### src/rtl/irq_pkg.sv
package irq_pkg;
	// Source counts and widths
	localparam int NUM_USER = 4;
	localparam int NUM_TRAP = 4;
	localparam int NUM_SRC = NUM_USER + NUM_TRAP;
	localparam int DATA_W = 16;
	localparam int ADDR_W = 4;
	localparam int PRIO_W = 3;
	localparam int LVL_W = 4;
	localparam int VEC_W = 7;
	localparam int HOLD_W = 16;
	localparam int STACK_DEPTH = 8;

	// Register offsets (word index on the plain port)
	localparam logic [ADDR_W-1:0] ADDR_PRIO = 4'h0;
	localparam logic [ADDR_W-1:0] ADDR_STATUS = 4'h1;
	localparam logic [ADDR_W-1:0] ADDR_CTRL = 4'h2;
	localparam logic [ADDR_W-1:0] ADDR_FLAG = 4'h3;
	localparam logic [ADDR_W-1:0] ADDR_ENABLE = 4'h4;
	localparam logic [ADDR_W-1:0] ADDR_LEVEL = 4'h5;
	localparam logic [ADDR_W-1:0] ADDR_HOLD = 4'h6;

	// Priority register layout: field i at bits i*4+2..i*4, bit i*4+3 reads zero
	// Field 0 ch6 done, 1 ch7 done, 2 CAN A transmit, 3 CAN B transmit
	localparam int PRIO_STRIDE = 4;
	localparam logic [PRIO_W-1:0] PRIO_RST = 3'h4;
	localparam logic [PRIO_W-1:0] PRIO_OFF = 3'h0;
	localparam logic [PRIO_W-1:0] PRIO_TOP = 3'h7;

	// Status register layout
	localparam int STAT_LVL_LSB = 8;
	localparam int STAT_VEC_LSB = 0;

	// Control register layout
	localparam int CTRL_NEST_BIT = 15;

	// Level register low byte layout
	localparam int LVL_IPL_LSB = 5;
	localparam int LVL_IPL3_BIT = 3;

	// Level thresholds
	localparam logic [LVL_W-1:0] TRAP_LVL_BASE = 4'h8;
	localparam logic [LVL_W-1:0] USER_LVL_MAX = 4'h7;
	localparam logic [LVL_W-1:0] LVL_ZERO = 4'h0;
endpackage : irq_pkg

### src/rtl/arb_if.sv
`timescale 1ns/1ps
interface arb_if #(parameter int N = 8, parameter int LW = 4);
	logic [N-1:0] valid;
	logic [N-1:0][LW-1:0] level;
	logic best_valid;
	logic [$clog2(N)-1:0] best_idx;
	logic [LW-1:0] best_level;
	modport requester (output valid, output level, input best_valid, input best_idx, input best_level);
	modport arbiter (input valid, input level, output best_valid, output best_idx, output best_level);
endinterface : arb_if

### src/rtl/irq_arbiter.sv
`timescale 1ns/1ps
module irq_arbiter #(
	parameter int N = 8,
	parameter int LW = 4
) (
	// Candidates and winner
	arb_if.arbiter arb
);
	always_comb begin
		arb.best_valid = 1'b0;
		arb.best_idx = '0;
		arb.best_level = '0;
		// Ascending scan with strict compare keeps the lowest index on a tie
		for (int i = 0; i < N; i++) begin
			if (arb.valid[i] && (!arb.best_valid || arb.level[i] > arb.best_level)) begin
				arb.best_valid = 1'b1;
				arb.best_idx = ($clog2(N))'(i);
				arb.best_level = arb.level[i];
			end
		end
	end
endmodule : irq_arbiter

### src/rtl/interrupt_priority_controller.sv
`timescale 1ns/1ps
// Functional notes
// - Three-bit priority per user source: 7 highest, 1 lowest, 0 never taken.
// - Priority fields at bits 14-12, 10-8, 6-4, 2-0; bits 15,11,7,3 read zero.
// - Every user priority field resets to 4.
// - Status bits 11-8 show the new CPU level 0-11, reset zero.
// - Status bits 6-0 show the pending vector: traps 0-3, user sources 4-7.
// - Nesting disable bit 15 stops user sources preempting an interrupt in service.
// - User request only with flag set, enable set and non-zero priority.
// - Acceptance leaves the flag set; a still-set flag requests again after return.
// - Return restores the level in force before the interrupt was taken.
// - Trap flags stay set until software clears them; otherwise trap re-enters.
// - CPU level 7 in the level register low byte blocks all user interrupts.
// - CPU levels 0-7 mask only user sources; a trap at 8-11 is taken unless the CPU level is at or above it.
// - Timed hold blocks priorities 1-6 for a period; priority 7 passes.
module interrupt_priority_controller
	import irq_pkg::*;
#(
	parameter int DEPTH = STACK_DEPTH
) (
	// Clock and reset
	input wire logic ref_clk,
	input wire logic resetn,
	// Register port
	input wire logic [ADDR_W-1:0] reg_addr,
	input wire logic [DATA_W-1:0] reg_wdata,
	input wire logic reg_wr,
	input wire logic reg_rd,
	output logic [DATA_W-1:0] reg_rdata,
	// Peripheral and trap events
	input wire logic [NUM_USER-1:0] user_evt,
	input wire logic [NUM_TRAP-1:0] trap_evt,
	// Processor core
	input wire logic core_ack,
	input wire logic core_ret,
	input wire logic core_hold,
	output logic core_req,
	output logic [LVL_W-1:0] core_req_level,
	output logic [VEC_W-1:0] core_req_vector,
	output logic [LVL_W-1:0] core_cpu_level,
	output logic core_hold_active,
	// Summary interrupt
	output logic irq
);
	localparam int SP_W = $clog2(DEPTH + 1);
	localparam int IDX_W = $clog2(NUM_SRC);
	localparam logic [SP_W-1:0] SP_FULL = SP_W'(DEPTH);

	typedef struct packed {
		logic [NUM_USER-1:0][PRIO_W-1:0] prio;
		logic [NUM_USER-1:0] flag;
		logic [NUM_USER-1:0] en;
		logic [NUM_TRAP-1:0] trapf;
		logic nest_dis;
		logic [LVL_W-1:0] cpu_level;
		logic [DEPTH-1:0][LVL_W-1:0] stack;
		logic [SP_W-1:0] sp;
		logic [HOLD_W-1:0] hold_len;
		logic [HOLD_W-1:0] hold_cnt;
		logic hold_act;
		logic req;
		logic [LVL_W-1:0] req_level;
		logic [VEC_W-1:0] req_vec;
		logic [LVL_W-1:0] stat_level;
		logic [VEC_W-1:0] stat_vec;
		logic [DATA_W-1:0] rdata;
		logic irq;
	} state_s;

	state_s st_q;
	state_s st_d;

	arb_if #(.N(NUM_SRC), .LW(LVL_W)) arb ();

	irq_arbiter #(.N(NUM_SRC), .LW(LVL_W)) u_arb (
		.arb(arb)
	);

	function automatic logic wr_hit(input logic [ADDR_W-1:0] a);
		wr_hit = reg_wr && (reg_addr == a);
	endfunction : wr_hit

	function automatic logic [DATA_W-1:0] prio_word(input logic [NUM_USER-1:0][PRIO_W-1:0] p);
		prio_word = '0;
		for (int i = 0; i < NUM_USER; i++) begin
			prio_word[i*PRIO_STRIDE +: PRIO_W] = p[i];
		end
	endfunction : prio_word

	logic hold_on;
	logic nest_block;
	assign hold_on = (st_q.hold_cnt != '0);
	assign nest_block = st_q.nest_dis && (st_q.sp != '0);

	// Candidate list: traps on the low indices, user sources above them
	always_comb begin
		for (int t = 0; t < NUM_TRAP; t++) begin
			arb.level[t] = TRAP_LVL_BASE + LVL_W'(t);
			// Traps ignore any user-range CPU level
			arb.valid[t] = st_q.trapf[t] && (st_q.cpu_level <= USER_LVL_MAX || arb.level[t] > st_q.cpu_level);
		end
		for (int u = 0; u < NUM_USER; u++) begin
			arb.level[NUM_TRAP+u] = {1'b0, st_q.prio[u]};
			arb.valid[NUM_TRAP+u] = st_q.flag[u] && st_q.en[u] && (st_q.prio[u] != PRIO_OFF)
				&& ({1'b0, st_q.prio[u]} > st_q.cpu_level)
				&& !(hold_on && st_q.prio[u] != PRIO_TOP)
				&& !nest_block;
		end
	end

	always_comb begin
		logic [NUM_USER-1:0] fclr;
		logic [NUM_TRAP-1:0] tclr;
		fclr = '0;
		tclr = '0;
		st_d = st_q;
		// Flags: set wins over a same-cycle write-one clear
		if (wr_hit(ADDR_FLAG)) begin
			fclr = reg_wdata[NUM_USER-1:0];
		end
		if (wr_hit(ADDR_CTRL)) begin
			tclr = reg_wdata[NUM_TRAP-1:0];
			st_d.nest_dis = reg_wdata[CTRL_NEST_BIT];
		end
		st_d.flag = (st_q.flag & ~fclr) | user_evt;
		st_d.trapf = (st_q.trapf & ~tclr) | trap_evt;
		if (wr_hit(ADDR_PRIO)) begin
			for (int i = 0; i < NUM_USER; i++) begin
				st_d.prio[i] = reg_wdata[i*PRIO_STRIDE +: PRIO_W];
			end
		end
		if (wr_hit(ADDR_ENABLE)) begin
			st_d.en = reg_wdata[NUM_USER-1:0];
		end
		if (wr_hit(ADDR_LEVEL)) begin
			// Software sets only the low three level bits; the top level bit is set only by acceptance and return
			st_d.cpu_level = {st_q.cpu_level[LVL_W-1], reg_wdata[LVL_IPL_LSB +: PRIO_W]};
		end
		if (wr_hit(ADDR_HOLD)) begin
			st_d.hold_len = reg_wdata;
		end
		// Timed hold countdown
		if (core_hold) begin
			st_d.hold_cnt = st_q.hold_len;
		end else if (hold_on) begin
			st_d.hold_cnt = st_q.hold_cnt - HOLD_W'(1);
		end
		// Registered copy so the hold status pin comes straight from a flop
		st_d.hold_act = (st_d.hold_cnt != '0);
		// Acceptance pushes the old level; the source flag is left alone
		if (core_ack && st_q.req) begin
			if (st_q.sp != SP_FULL) begin
				st_d.stack[st_q.sp] = st_q.cpu_level;
				st_d.sp = st_q.sp + SP_W'(1);
			end
			st_d.cpu_level = st_q.req_level;
		end else if (core_ret && st_q.sp != '0) begin
			st_d.sp = st_q.sp - SP_W'(1);
			st_d.cpu_level = st_q.stack[st_q.sp - SP_W'(1)];
		end
		// Request toward the core; withdrawn for the cycle after an acceptance
		st_d.req = arb.best_valid && !(core_ack && st_q.req);
		st_d.req_level = arb.best_valid ? arb.best_level : LVL_ZERO;
		st_d.req_vec = arb.best_valid ? VEC_W'(arb.best_idx) : '0;
		st_d.stat_level = st_d.req_level;
		st_d.stat_vec = st_d.req_vec;
		st_d.irq = |(st_q.flag & st_q.en);
		// Read data stand for exactly one cycle
		st_d.rdata = '0;
		if (reg_rd) begin
			case (reg_addr)
				ADDR_PRIO: begin
					st_d.rdata = prio_word(st_q.prio);
				end
				ADDR_STATUS: begin
					st_d.rdata[STAT_LVL_LSB +: LVL_W] = st_q.stat_level;
					st_d.rdata[STAT_VEC_LSB +: VEC_W] = st_q.stat_vec;
				end
				ADDR_CTRL: begin
					st_d.rdata[CTRL_NEST_BIT] = st_q.nest_dis;
					st_d.rdata[NUM_TRAP-1:0] = st_q.trapf;
				end
				ADDR_FLAG: begin
					st_d.rdata[NUM_USER-1:0] = st_q.flag;
				end
				ADDR_ENABLE: begin
					st_d.rdata[NUM_USER-1:0] = st_q.en;
				end
				ADDR_LEVEL: begin
					st_d.rdata[LVL_IPL_LSB +: PRIO_W] = st_q.cpu_level[PRIO_W-1:0];
					st_d.rdata[LVL_IPL3_BIT] = st_q.cpu_level[LVL_W-1];
				end
				ADDR_HOLD: begin
					st_d.rdata = st_q.hold_len;
				end
				default: begin
					st_d.rdata = '0;
				end
			endcase
		end
	end

	always_ff @(posedge ref_clk or negedge resetn) begin
		if (!resetn) begin
			st_q <= '0;
			for (int i = 0; i < NUM_USER; i++) begin
				st_q.prio[i] <= PRIO_RST;
			end
		end else begin
			st_q <= st_d;
		end
	end

	assign reg_rdata = st_q.rdata;
	assign core_req = st_q.req;
	assign core_req_level = st_q.req_level;
	assign core_req_vector = st_q.req_vec;
	assign core_cpu_level = st_q.cpu_level;
	assign core_hold_active = st_q.hold_act;
	assign irq = st_q.irq;

	localparam logic [VEC_W-1:0] USER_VEC0 = VEC_W'(NUM_TRAP);

	property p_prio_reset;
		@(posedge ref_clk) disable iff (!resetn)
		!$past(resetn) |-> (prio_word(st_q.prio) == {NUM_USER{1'b0, PRIO_RST}});
	endproperty
	a_prio_reset: assert property (p_prio_reset) else $error("priority fields not 4 after reset");

	property p_prio_reserved;
		@(posedge ref_clk) disable iff (!resetn)
		(reg_rd && reg_addr == ADDR_PRIO) |=> (reg_rdata[15] == 1'b0 && reg_rdata[11] == 1'b0
			&& reg_rdata[7] == 1'b0 && reg_rdata[3] == 1'b0 && reg_rdata[6:4] == $past(st_q.prio[1]));
	endproperty
	a_prio_reserved: assert property (p_prio_reserved) else $error("priority read layout wrong");

	property p_user_gate;
		@(posedge ref_clk) disable iff (!resetn)
		(core_req && core_req_vector >= USER_VEC0) |->
			// Whole vectors come from the past so the index is the vector granted now
			(|($past(st_q.flag & st_q.en) & (NUM_USER'(1) << (core_req_vector - USER_VEC0)))
			&& core_req_level != LVL_ZERO);
	endproperty
	a_user_gate: assert property (p_user_gate) else $error("user request without flag, enable or priority");

	property p_take_level;
		@(posedge ref_clk) disable iff (!resetn)
		(core_ack && core_req) |=> (core_cpu_level == $past(core_req_level) && !core_req);
	endproperty
	a_take_level: assert property (p_take_level) else $error("cpu level not taken from accepted source");

	property p_flag_kept;
		@(posedge ref_clk) disable iff (!resetn)
		(core_ack && !reg_wr) |=> ((st_q.flag & $past(st_q.flag)) == $past(st_q.flag));
	endproperty
	a_flag_kept: assert property (p_flag_kept) else $error("acceptance cleared a flag");

	property p_return;
		@(posedge ref_clk) disable iff (!resetn)
		(core_ret && !(core_ack && core_req) && st_q.sp != '0) |=>
			(core_cpu_level == $past(st_q.stack[st_q.sp - SP_W'(1)]) && st_q.sp == $past(st_q.sp) - SP_W'(1));
	endproperty
	a_return: assert property (p_return) else $error("return did not restore level");

	property p_level7_block;
		@(posedge ref_clk) disable iff (!resetn)
		($past(st_q.cpu_level) >= USER_LVL_MAX) |-> !(core_req && core_req_vector >= USER_VEC0);
	endproperty
	a_level7_block: assert property (p_level7_block) else $error("user request above level 7 block");

	property p_trap_taken;
		@(posedge ref_clk) disable iff (!resetn)
		($past(st_q.trapf) != '0 && $past(st_q.cpu_level) <= USER_LVL_MAX && !$past(core_ack && core_req))
			|-> (core_req && core_req_vector < USER_VEC0 && core_req_level >= TRAP_LVL_BASE);
	endproperty
	a_trap_taken: assert property (p_trap_taken) else $error("trap not requested");

	property p_trap_sticky;
		@(posedge ref_clk) disable iff (!resetn)
		!(reg_wr && reg_addr == ADDR_CTRL) |=> ((st_q.trapf & $past(st_q.trapf)) == $past(st_q.trapf));
	endproperty
	a_trap_sticky: assert property (p_trap_sticky) else $error("trap flag dropped without software clear");

	property p_hold;
		@(posedge ref_clk) disable iff (!resetn)
		($past(hold_on) && core_req && core_req_vector >= USER_VEC0) |-> (core_req_level == {1'b0, PRIO_TOP});
	endproperty
	a_hold: assert property (p_hold) else $error("timed hold let a low priority through");

	property p_nest;
		@(posedge ref_clk) disable iff (!resetn)
		$past(nest_block) |-> !(core_req && core_req_vector >= USER_VEC0);
	endproperty
	a_nest: assert property (p_nest) else $error("nesting disable allowed preemption");

	property p_status;
		@(posedge ref_clk) disable iff (!resetn)
		(reg_rd && reg_addr == ADDR_STATUS) |=>
			(reg_rdata[STAT_VEC_LSB +: VEC_W] == $past(core_req_vector) && reg_rdata[15:12] == 4'h0
			&& reg_rdata[7] == 1'b0 && reg_rdata[STAT_LVL_LSB +: LVL_W] == $past(core_req_level));
	endproperty
	a_status: assert property (p_status) else $error("status read mismatch");

	// Winner check: no candidate beats the granted one, and none below it ties
	function automatic logic win_ok(input logic [NUM_SRC-1:0] v, input logic [NUM_SRC-1:0][LVL_W-1:0] l,
		input logic [VEC_W-1:0] w, input logic [LVL_W-1:0] wl);
		win_ok = (w < VEC_W'(NUM_SRC)) && v[w[IDX_W-1:0]] && (l[w[IDX_W-1:0]] == wl);
		for (int i = 0; i < NUM_SRC; i++) begin
			if (v[i] && (l[i] > wl || (l[i] == wl && VEC_W'(i) < w))) begin
				win_ok = 1'b0;
			end
		end
	endfunction : win_ok

	property p_winner;
		@(posedge ref_clk) disable iff (!resetn)
		core_req |-> win_ok($past(arb.valid), $past(arb.level), core_req_vector, core_req_level);
	endproperty
	a_winner: assert property (p_winner) else $error("granted source is not the best candidate");

	property p_hold_load;
		@(posedge ref_clk) disable iff (!resetn)
		core_hold |=> (st_q.hold_cnt == $past(st_q.hold_len));
	endproperty
	a_hold_load: assert property (p_hold_load) else $error("timed hold did not load its length");

	property p_level_reset;
		@(posedge ref_clk) disable iff (!resetn)
		!$past(resetn) |-> (st_q.stat_level == LVL_ZERO && core_cpu_level == LVL_ZERO);
	endproperty
	a_level_reset: assert property (p_level_reset) else $error("level not zero after reset");

	property p_push_level;
		@(posedge ref_clk) disable iff (!resetn)
		(core_ack && core_req && st_q.sp != SP_FULL) |=>
			(st_q.sp == $past(st_q.sp) + SP_W'(1) && st_q.stack[$past(st_q.sp)] == $past(core_cpu_level));
	endproperty
	a_push_level: assert property (p_push_level) else $error("acceptance did not save the old level");

	property p_sw_level;
		@(posedge ref_clk) disable iff (!resetn)
		(reg_wr && reg_addr == ADDR_LEVEL && !core_ack && !core_ret) |=>
			(core_cpu_level[PRIO_W-1:0] == $past(reg_wdata[LVL_IPL_LSB +: PRIO_W]));
	endproperty
	a_sw_level: assert property (p_sw_level) else $error("software level write not applied");
endmodule : interrupt_priority_controller

### config.mk
export PLATFORM = sky130hd
export DESIGN_NAME = interrupt_priority_controller
export DESIGN_NICKNAME = d
export VERILOG_FILES = /design/src/rtl/irq_pkg.sv /design/src/rtl/arb_if.sv /design/src/rtl/irq_arbiter.sv /design/src/rtl/interrupt_priority_controller.sv
export SDC_FILE = /design/constraint.sdc
export NUM_CORES = 1
export LEC_CHECK = 0
export ABC_AREA = 1
export ABC_CLOCK_PERIOD_IN_PS = 8300
export BUFFER_PORTS_ARGS = -buffer_cell sky130_fd_sc_hd__buf_2
export CAP_MARGIN = 20
export CELL_PAD_IN_SITES_DETAIL_PLACEMENT = 0
export CELL_PAD_IN_SITES_GLOBAL_PLACEMENT = 1
export CORE_MARGIN = 3
export CORE_UTILIZATION = 48
export CTS_BUF_LIST = sky130_fd_sc_hd__clkbuf_16
export CTS_CLUSTER_SIZE = 24
export DETAILED_ROUTE_END_ITERATION = 8
export GPL_TIMING_DRIVEN = 0
export PLACE_DENSITY = 0.87
export SYNTH_ARGS = -nofsm -noshare
export SYNTH_HDL_FRONTEND = slang
export SYNTH_SLANG_ARGS = --single-unit
### constraint.sdc
create_clock -name ref_clk -period 8.3 [get_ports ref_clk]
set_input_delay 0.415 -clock ref_clk [delete_from_list [all_inputs] [get_ports ref_clk]]
set_output_delay 0.415 -clock ref_clk [all_outputs]
set_load 0.005 [all_outputs]
==> metrics.cfg, run 1 <==
[status]
run_status = complete, no violations

[power]
p_per_area_nw_per_um2 = 316
swShare_pct = 38.5
p_leak_nw = 4.10
clkPwrFrac_pct = 28.8
power.internal_mw = 1.57
ir_worst_vdd_mv = 0.168
p_sw_mw = 0.984
power.share.combinational_pct = 35.4
pwr-share-seq_pct = 35.8
p_total_mw = 2.55

[setup_path]
r2r_start = st_q[73]
cp_slowest_stage_delay_ns = 0.38
cpMostUsedCell = nand2_1
end_kind = flop
reg2regPathDepth = 39
r2r_end = st_q[25]
crit_fanout = 10
start_kind = flop
worstPathRequired_ns = 8.60
setup.reg_to_reg.worst_slack_ns = 2.74
cp_data_arrival_time_ns = 5.86
crit_type = reg2reg
slowest_stage = dfrtp_1

[route]
antenna_left = 0
routedWlPerCell_um = 16.0
remaining_drc_errors = 0
dr.pass1.iters = 5
via_count = 5953
detail_route.vias_per_cell = 5.14
wl_mm = 18.5
drt_iter0_drc = 434

[floorplanning]
die_area_sq_um = 15900
row_count = 43
ios = 69
initial_core_util_pct = 49.3
core_region_area_sq_um = 14000
chipWidth_um = 126
die_h_um = 126

[logic_synthesis]
synth_warnings = 0
synth-edff-count = 0
ys.flop_type = dfrtp_1
ys_async_sr_fraction_pct = 100
syn-mean-instance-area_sq_um = 7.86
post-synth-top-area-cell = dfrtp_1
synth_top_area_share_pct = 43.1
syn-cell-area_sq_um = 6900
yosys-top-cells-area = dfrtp_1, nand2_1, o21ai_0
synth_seq_cells = 123
yosysUniqueCellTypes = 44
seq_area_frac_synth_pct = 44.7
syn_inst = 878

[placement]
hpwlAfterDp_mm = 14.1
place_congestion = 0.859
port_buffers = 63
pre_cts_ws_ns = 2.79

[timing]
tightest_slew_ns = 0.629
clock_skew_ns = 0.00785
final.period_utilization_pct = 67.0
max_slew_margin_pct = 57.9
final_max_slew_viol_count = 0
rsz0062_at_grt = no
setup_tns_ns = 0
setup_violations = 0
period_needed_ns = 5.56
holdWs_ns = 0.181
setup_ws_ns = 2.74
fmax_mhz = 180
finalHoldViolations = 0

[final_layout]
drive_gt1_share_pct = 16.4
multiInputGateArea_sq_um = 3110
seq_area_sq_um = 3080
fin_nets = 1026
nFillCells = 1373
antennaDiodeCount = 0
area.growth.synth_to_final_pct = 17.1

[clock_tree]
cts_num_sinks = 123
clock_latency_ns = 0.42
cts_buffer_depth = 2
cts_setup_buffers = 0
cts_tree = done
numCtsBuffers = 17
clk_pin_slew_ns = 0.06
root_buffer = clkbuf_16
cts_resized = 0
cts_hold_buf = 1
cts_max_level = 4

[global_routing]
overflow = 0
antenna_found_initial = 0
grt_max_degree = 84
grt_pass1_wl_mm = 30.2
grt_pass1_vias = 5715
grt_use_total_pct = 24.1

[run]
drv_cap = 0

[worst_hold_path]
min_path_cells = 3
whs_endpoint = st_q[123]
hp-start = user_evt[1]
hold_path.class = in2reg

## worst max-delay path by stage
stage	startpoint	cells past startpoint	endpoint
CTS	st_q[73]	39	st_q[25]
global route	st_q[73]	40	st_q[25]
global placement	st_q[73]	39	st_q[25]
finish	st_q[73]	39	st_q[25]
floorplan	st_q[73]	38	st_q[25]
detailed placement	st_q[73]	39	st_q[25]
## registers in the layout (all words and copies together) (netlist names)
signal and cells:
st_q 88, arb.level 12, core_hold_active 1, irq 1, core_cpu_level 4, reg_rdata 16
core_req 1
## cells by family (layout without fill, tap and decap cells)
| logic type | after synthesis | count (layout) | share of synthesized area (%) |
|---|---|---|---|
| multiplexers | 3 | 3 | 0.471 |
| other | 1 | 4 | 0.0543 |
| AO/OA/AOI/OAI | 166 | 166 | 13.7 |
| XOR/XNOR | 18 | 18 | 2.28 |
| adder cells (fa/ha/maj) | 26 | 26 | 4.71 |
| buffers and inverters | 154 | 251 | 10.5 |
| flip-flops | 123 | 123 | 44.7 |
| AND/OR/NAND/NOR | 387 | 387 | 23.7 |
## stage by stage
stage	utilization [%]	std cells	instance area, sq um
2_1_floorplan	-	881	6910
3_3_place_gp	53.3	1124	7450
3_5_place_dp	53.5	1125	7490
4_1_cts	57.8	1158	8080
5_1_grt	57.8	1158	8080
6_report	57.8	1158	8080
## Yosys cell counts, drive strengths merged, types with 4 or more instances
cell type  instances
nand3             47
inv              101
o21bai             4
a31oi              5
and2               4
a221oi             4
nand4              9
dfstp              4
dfrtp            119
a21oi             18
clkbuf            13
xnor2              5
buf               39
nand2            238
o221ai             8
nor3               4
ha                26
nor2              84
xor2              13
o21ai            113
o211ai             7
## cell usage in the layout, fill, tap and decap left out, types with 13 or more instances in the layout
cell         n
clkbuf_1    13
buf_4       31
a21oi_1     17
nand2_1    232
ha_1        26
clkbuf_16   17
o21ai_0    111
nor2_1      78
xor2_1      13
nand3_1     42
inv_1       97
dfrtp_1    119
buf_2       66
## area by class of cell
type	count	share of cell area, %
Clock inverter	15	1.98
Sequential cell	123	38.1
Buffer	52	4.19
Tap cell	180	2.79
Clock buffer	17	5.26
Multi-Input combinational cell	604	38.5
Inverter	102	4.74
Timing Repair Buffer	65	4.44
## power by group through the flow
stage / combinational, mW / clock [mW] / sequential, mW
after floorplan: 0.661 / 0 / 0.862
after global placement: 0.882 / 0 / 0.916
after detailed placement: 0.897 / 0 / 0.918
after CTS: 0.902 / 0.741 / 0.912
after global routing: 1.04 / 0.770 / 0.934
final: 0.904 / 0.734 / 0.915
## worst max-delay path, delay by kind of cell (launching register included)
family,cells,cell delay (ns)
buf+inv,7,0.90
simple gates,24,2.29
fa+ha+maj,4,1.19
compound gates,4,0.66
flops,1,0.38
## metal layers
layer / vias up / share of wire (%) / wire length (um) / global-route usage (%)
met1: 2758 / 46 / 8600 / 33.5
li1: 3003 / - / - / -
met4: 0 / 3.3 / 604 / 8.96
met5: - / 0 / 0 / 0
met2: 155 / 45 / 8300 / 36.5
met3: 37 / 5.3 / 983 / 6.02
Note: power is estimated with default switching activity, not from simulation.
==> run 2, diff against run 1 <==
--- a/config.mk
+++ b/config.mk
@@ -6,18 +6,18 @@
 export NUM_CORES = 1
 export LEC_CHECK = 0
 export ABC_AREA = 1
-export ABC_CLOCK_PERIOD_IN_PS = 8300
+export ABC_CLOCK_PERIOD_IN_PS = 5430
 export BUFFER_PORTS_ARGS = -buffer_cell sky130_fd_sc_hd__buf_2
 export CAP_MARGIN = 20
 export CELL_PAD_IN_SITES_DETAIL_PLACEMENT = 0
 export CELL_PAD_IN_SITES_GLOBAL_PLACEMENT = 1
 export CORE_MARGIN = 3
-export CORE_UTILIZATION = 48
+export CORE_UTILIZATION = 44
 export CTS_BUF_LIST = sky130_fd_sc_hd__clkbuf_16
 export CTS_CLUSTER_SIZE = 24
 export DETAILED_ROUTE_END_ITERATION = 8
 export GPL_TIMING_DRIVEN = 0
-export PLACE_DENSITY = 0.87
+export PLACE_DENSITY = 0.81
 export SYNTH_ARGS = -nofsm -noshare
 export SYNTH_HDL_FRONTEND = slang
 export SYNTH_SLANG_ARGS = --single-unit
==> constraint.sdc (replaced) <==
create_clock -name ref_clk -period 5.43 [get_ports ref_clk]
set_input_delay 0.2715 -clock ref_clk [delete_from_list [all_inputs] [get_ports ref_clk]]
set_output_delay 0.2715 -clock ref_clk [all_outputs]
set_load 0.005 [all_outputs]
==> run 2 against run 1 <==
  * Non-clock buffer count rose by 6
  * Clock power is 61% higher
  * Fmax rose by 12%
  * Via count is essentially flat
  * Sequential power increased by 54%
  * First-iteration DRC count rose by 2.8%
  * Cell count is 3.2% higher
  * Worst setup slack lost 2.3 ns
  * Sequential share of layout area decreased by 0.55 points
  * Largest cell class unchanged
==> metrics.cfg, run 2 (synthesis results as in run 1) <==
[power]
clkPwrFrac_pct = 29.3
p_sw_mw = 1.53
p_per_area_nw_per_um2 = 489
swShare_pct = 38.2
pwr-share-seq_pct = 35.0
power.internal_mw = 2.48
power.share.combinational_pct = 35.6
ir_worst_vdd_mv = 0.292
p_total_mw = 4.01
p_leak_nw = 4.13

[clock_tree]
clock_latency_ns = 0.42
clk_pin_slew_ns = 0.06
numCtsBuffers = 17
root_buffer = clkbuf_16
cts_num_sinks = 123
cts_tree = done
cts_max_level = 4
cts_buffer_depth = 2

[placement]
dp.cells = 1156
port_buffers = 63
hpwlAfterDp_mm = 14.2
place_congestion = 0.849

[setup_path]
r2r_end = st_q[25]
start_kind = flop
r2r_start = st_q[73]
critPathBufInv = 7
cp_data_arrival_time_ns = 5.28
crit_fanout = 10
crit_type = reg2reg
crit_family = simple AND/OR/NAND/NOR gates
end_kind = flop
cpMostUsedCell = nand2_1
setup.reg_to_reg.worst_slack_ns = 0.45
cp_slowest_stage_delay_ns = 0.38
worstPathRequired_ns = 5.73
reg2regPathDepth = 39
slowest_stage = dfrtp_1

[final_layout]
stdcell_count = 1195
fin_util_pct = 53.8
mostFrequentLayoutCells = nand2_1, dfrtp_1, o21ai_0, inv_1, nor2_1
antennaDiodeCount = 0
drive_gt1_share_pct = 17.2
largest_reg_flops = 88
top_register = st_q
area.growth.synth_to_final_pct = 18.9
fin_nets = 1032
final_common_cell = nand2_1

[global_routing]
grt_max_degree = 93
grt_pass1_vias = 5842
overflow = 0
antenna_found_initial = 0
grt_use_total_pct = 22.4
grt_pass1_wl_mm = 30.6

[timing]
tightest_slew_ns = 0.606
clock_skew_ns = 0.0110
period_needed_ns = 4.98
setup_violations = 0
max_slew_margin_pct = 59.6
finalHoldViolations = 0
final.period_utilization_pct = 91.7
fmax_mhz = 201
setup_tns_ns = 0
final_max_slew_viol_count = 0
holdWs_ns = 0.0335

[route]
detail_route.vias_per_cell = 4.98
drt_iter0_drc = 446
via_count = 5952
antenna_left = 0
routedWlPerCell_um = 15.9
remaining_drc_errors = 0
wl_mm = 19.0
dr.pass1.iters = 6

[run]
drv_cap = 0

[floorplanning]
core_region_area_sq_um = 15300
initial_core_util_pct = 45.2
die_area_sq_um = 17200
chipWidth_um = 131
row_count = 45
die_h_um = 131
ios = 69

[status]
run_status = complete, no violations

[worst_hold_path]
whs_endpoint = st_q[124]
min_path_cells = 3
hold_path.class = in2reg
hp-start = user_evt[2]

-- run 2: changes by cell type in the layout (fill, tap and decap cells not counted), moves of 2 or more --
cell        previous run  this run
buf_4                 31        38
clkinv_4               3         1
clkinvlp_4             2         4
inv_1                 97        95
-- run 2: power by group through the flow --
| stage | Sequential, mW | Clock (mW) | Combinational (mW) |
|---|---|---|---|
| 6_report | 1.41 | 1.18 | 1.43 |
| 4_1_cts | 1.40 | 1.19 | 1.38 |
| 3_3_place_gp | 1.41 | 0 | 1.36 |
| 3_5_place_dp | 1.41 | 0 | 1.37 |
| 5_1_grt | 1.43 | 1.23 | 1.64 |
| 2_1_floorplan | 1.32 | 0 | 1.01 |
-- run 2: area by class of cell --
class | count | area (sq um)
plain buffers | 51 | 335
clock buffers | 17 | 425
clock inverters | 15 | 180
fillers | 1499 | 7050
inverters | 102 | 390
multi-input cells | 604 | 3110
flip-flops and latches | 123 | 3080
well taps | 211 | 264
repair buffers | 72 | 412
-- run 2: repair_timing --
action                                  4_1_cts  5_1_grt
endpoints found under the hold margin        31        0
endpoints found under the setup margin        6        6
resized for setup                             0        5
hold buffers                                  1        0
setup buffers                                 0        7
-- run 2: metrics by stage --
step	setup slack, ns	area, sq um
after detailed placement	-0.0749	7530
after global routing	-0.00587	8210
after global placement	0.00424	7490
after CTS	0.0242	8140
final	0.453	8210
after floorplan	0.688	6910
-- run 2: worst register-to-register path, delay by kind of cell, from the launching register on --
family	cells	cell delay, ns
simple gates	24	2.18
fa+ha+maj	4	1.11
buf+inv	7	0.63
compound gates	4	0.56
flops	1	0.38
-- run 2: worst max path at each step --
| stage | from | to | slack (ns) | cells after the start |
|---|---|---|---|---|
| after floorplan | st_q[73] | st_q[25] | 0.69 | 38 |
| after global placement | st_q[73] | st_q[25] | 0.004 | 38 |
| after detailed placement | st_q[73] | st_q[25] | -0.07 | 38 |
| after CTS | core_cpu_level[1] | st_q[25] | 0.02 | 36 |
| after global routing | st_q[73] | st_q[24] | -0.006 | 39 |
| final | st_q[73] | st_q[25] | 0.45 | 39 |
-- run 2: layer usage --
layer	track usage [%]	wire, um	up-vias
met3	4.48	788	26
met1	30.4	8970	2779
li1	-	-	3001
met2	36.3	8840	146
met4	7.00	379	0
met5	0	0	-
==> run 3, diff against run 2 <==
--- a/config.mk
+++ b/config.mk
@@ -16,7 +16,6 @@
 export CTS_BUF_LIST = sky130_fd_sc_hd__clkbuf_16
 export CTS_CLUSTER_SIZE = 24
 export DETAILED_ROUTE_END_ITERATION = 8
-export GPL_TIMING_DRIVEN = 0
 export PLACE_DENSITY = 0.81
 export SYNTH_ARGS = -nofsm -noshare
 export SYNTH_HDL_FRONTEND = slang
==> run 3 against run 2 <==
  * Largest power group is now sequential cells
  * Cell count is 4.4% lower
  * Clock power about the same
  * Sequential cell count unchanged
  * Fmax up 0.23%
  * Design area is 4.5% lower
  * Critical path depth is 3 lower
  * Via count is 1.6% lower
  * Total power is 2.1% lower
  * Clock skew is 0.0043 ns lower
==> metrics.cfg, run 3 (synthesis results as in run 1) <==
[global_routing]
grt_use_total_pct = 22.4
grt_max_degree = 72
antenna_found_initial = 0
grt_pass1_wl_mm = 30.4
grt_pass1_vias = 5692
overflow = 0

[floorplanning]
die_area_sq_um = 17200
die_h_um = 131
core_region_area_sq_um = 15300
ios = 69
initial_core_util_pct = 45.2
row_count = 45
chipWidth_um = 131

[final_layout]
nFillCells = 1533
top_register = st_q
fin_nets = 979
final_common_cell = nand2_1
fin_util_pct = 51.3
antennaDiodeCount = 0
largest_reg_flops = 88
stdcell_count = 1142
mostFrequentLayoutCells = nand2_1, dfrtp_1, o21ai_0, inv_1, nor2_1
area.growth.synth_to_final_pct = 13.5
drive_gt1_share_pct = 14.1

[route]
via_count = 5858
antenna_left = 0
remaining_drc_errors = 0
dr.pass1.iters = 5
detail_route.vias_per_cell = 5.13
wl_mm = 18.9
routedWlPerCell_um = 16.6
drt_iter0_drc = 472

[setup_path]
start_kind = flop
setup.reg_to_reg.worst_slack_ns = 0.46
cpMostUsedCell = nand2_1
critPathLaunch = core_cpu_level[2]
crit_fanout = 13
r2r_end = st_q[26]
end_kind = flop
r2r_start = core_cpu_level[2]
reg2regPathDepth = 36
worstPathRequired_ns = 5.74
crit_type = reg2reg
slowest_stage = dfrtp_1
cp_slowest_stage_delay_ns = 0.46
cp_data_arrival_time_ns = 5.28

[clock_tree]
cts_num_sinks = 123
clk_pin_slew_ns = 0.06
root_buffer = clkbuf_16
cts_buffer_depth = 2
clock_latency_ns = 0.42
cts_setup_buffers = 0
cts_max_level = 4
numCtsBuffers = 17
cts_tree = done

[timing]
final.period_utilization_pct = 91.4
clock_skew_ns = 0.00668
tightest_slew_ns = 0.915
setup_violations = 0
max_slew_margin_pct = 39.0
finalHoldViolations = 0
rsz0062_at_grt = no
period_needed_ns = 4.97
setup_tns_ns = 0
final_max_slew_viol_count = 0
fmax_mhz = 201

[worst_hold_path]
hold_path.class = in2reg
hp-start = user_evt[3]
whs_endpoint = st_q[125]
min_path_cells = 3

[status]
run_status = complete, no violations

[placement]
place_congestion = 0.935
hpwlAfterDp_mm = 13.9
port_buffers = 64
dp.cells = 1109

[run]
drv_cap = 0

[power]
p_per_area_nw_per_um2 = 501
ir_worst_vdd_mv = 0.252
p_total_mw = 3.92
p_leak_nw = 3.92

[run 3: worst max-delay path: cells and delay by family (launching register included)]
kind | cells | cell delay [ns]
buf+inv | 5 | 0.39
simple gates | 23 | 2.17
fa+ha+maj | 4 | 1.20
flops | 1 | 0.46
compound gates | 4 | 0.65
[run 3: layout make-up]
| cell class | instances | area (sq um) | area share (%) |
|---|---|---|---|
| Timing Repair Buffer | 70 | 370 | 4.73 |
| Inverter | 102 | 383 | 4.89 |
| Multi-Input combinational cell | 604 | 3110 | 39.7 |
| Clock buffer | 17 | 425 | 5.43 |
| Sequential cell | 123 | 3080 | 39.4 |
| Tap cell | 211 | 264 | 3.37 |
| Clock inverter | 15 | 198 | 2.52 |
[run 3: how the worst max path moves through the flow]
stage | to | slack (ns) | cells after the start
floorplan | st_q[25] | 0.69 | 38
CTS | st_q[24] | 0.48 | 37
global route | st_q[26] | 0.003 | 37
global placement | st_q[25] | 0.60 | 36
finish | st_q[26] | 0.46 | 36
detailed placement | st_q[24] | 0.50 | 36
[run 3: where the power goes]
part,total (mW),internal [mW],switching [mW]
clock,1.21,0.768,0.445
combinational,1.32,0.476,0.839
sequential,1.40,1.16,0.233
total,3.92,2.41,1.52
[run 3: stage by stage]
step / hold slack, ns / area [sq um] / worst slack [ns]
after global routing: 0.0294 / 7830 / 0.00302
after CTS: 0.0220 / 7830 / 0.483
after global placement: 0.360 / 7200 / 0.597
final: 0.0306 / 7830 / 0.464
after detailed placement: 0.355 / 7200 / 0.503
after floorplan: -0.0241 / 6910 / 0.688
[run 3: metal layers]
layer / wire length [um] / global-route usage [%] / vias up
met5: 0 / 0 / -
li1: - / - / 2906
met1: 9210 / 32.1 / 2746
met2: 8430 / 33.8 / 174
met3: 754 / 4.17 / 32
met4: 553 / 8.58 / 0
[run 3: what timing repair did]
action,in CTS,in global routing
hold endpoints to repair,52,0
gates resized for setup,0,0
hold buffers,1,0
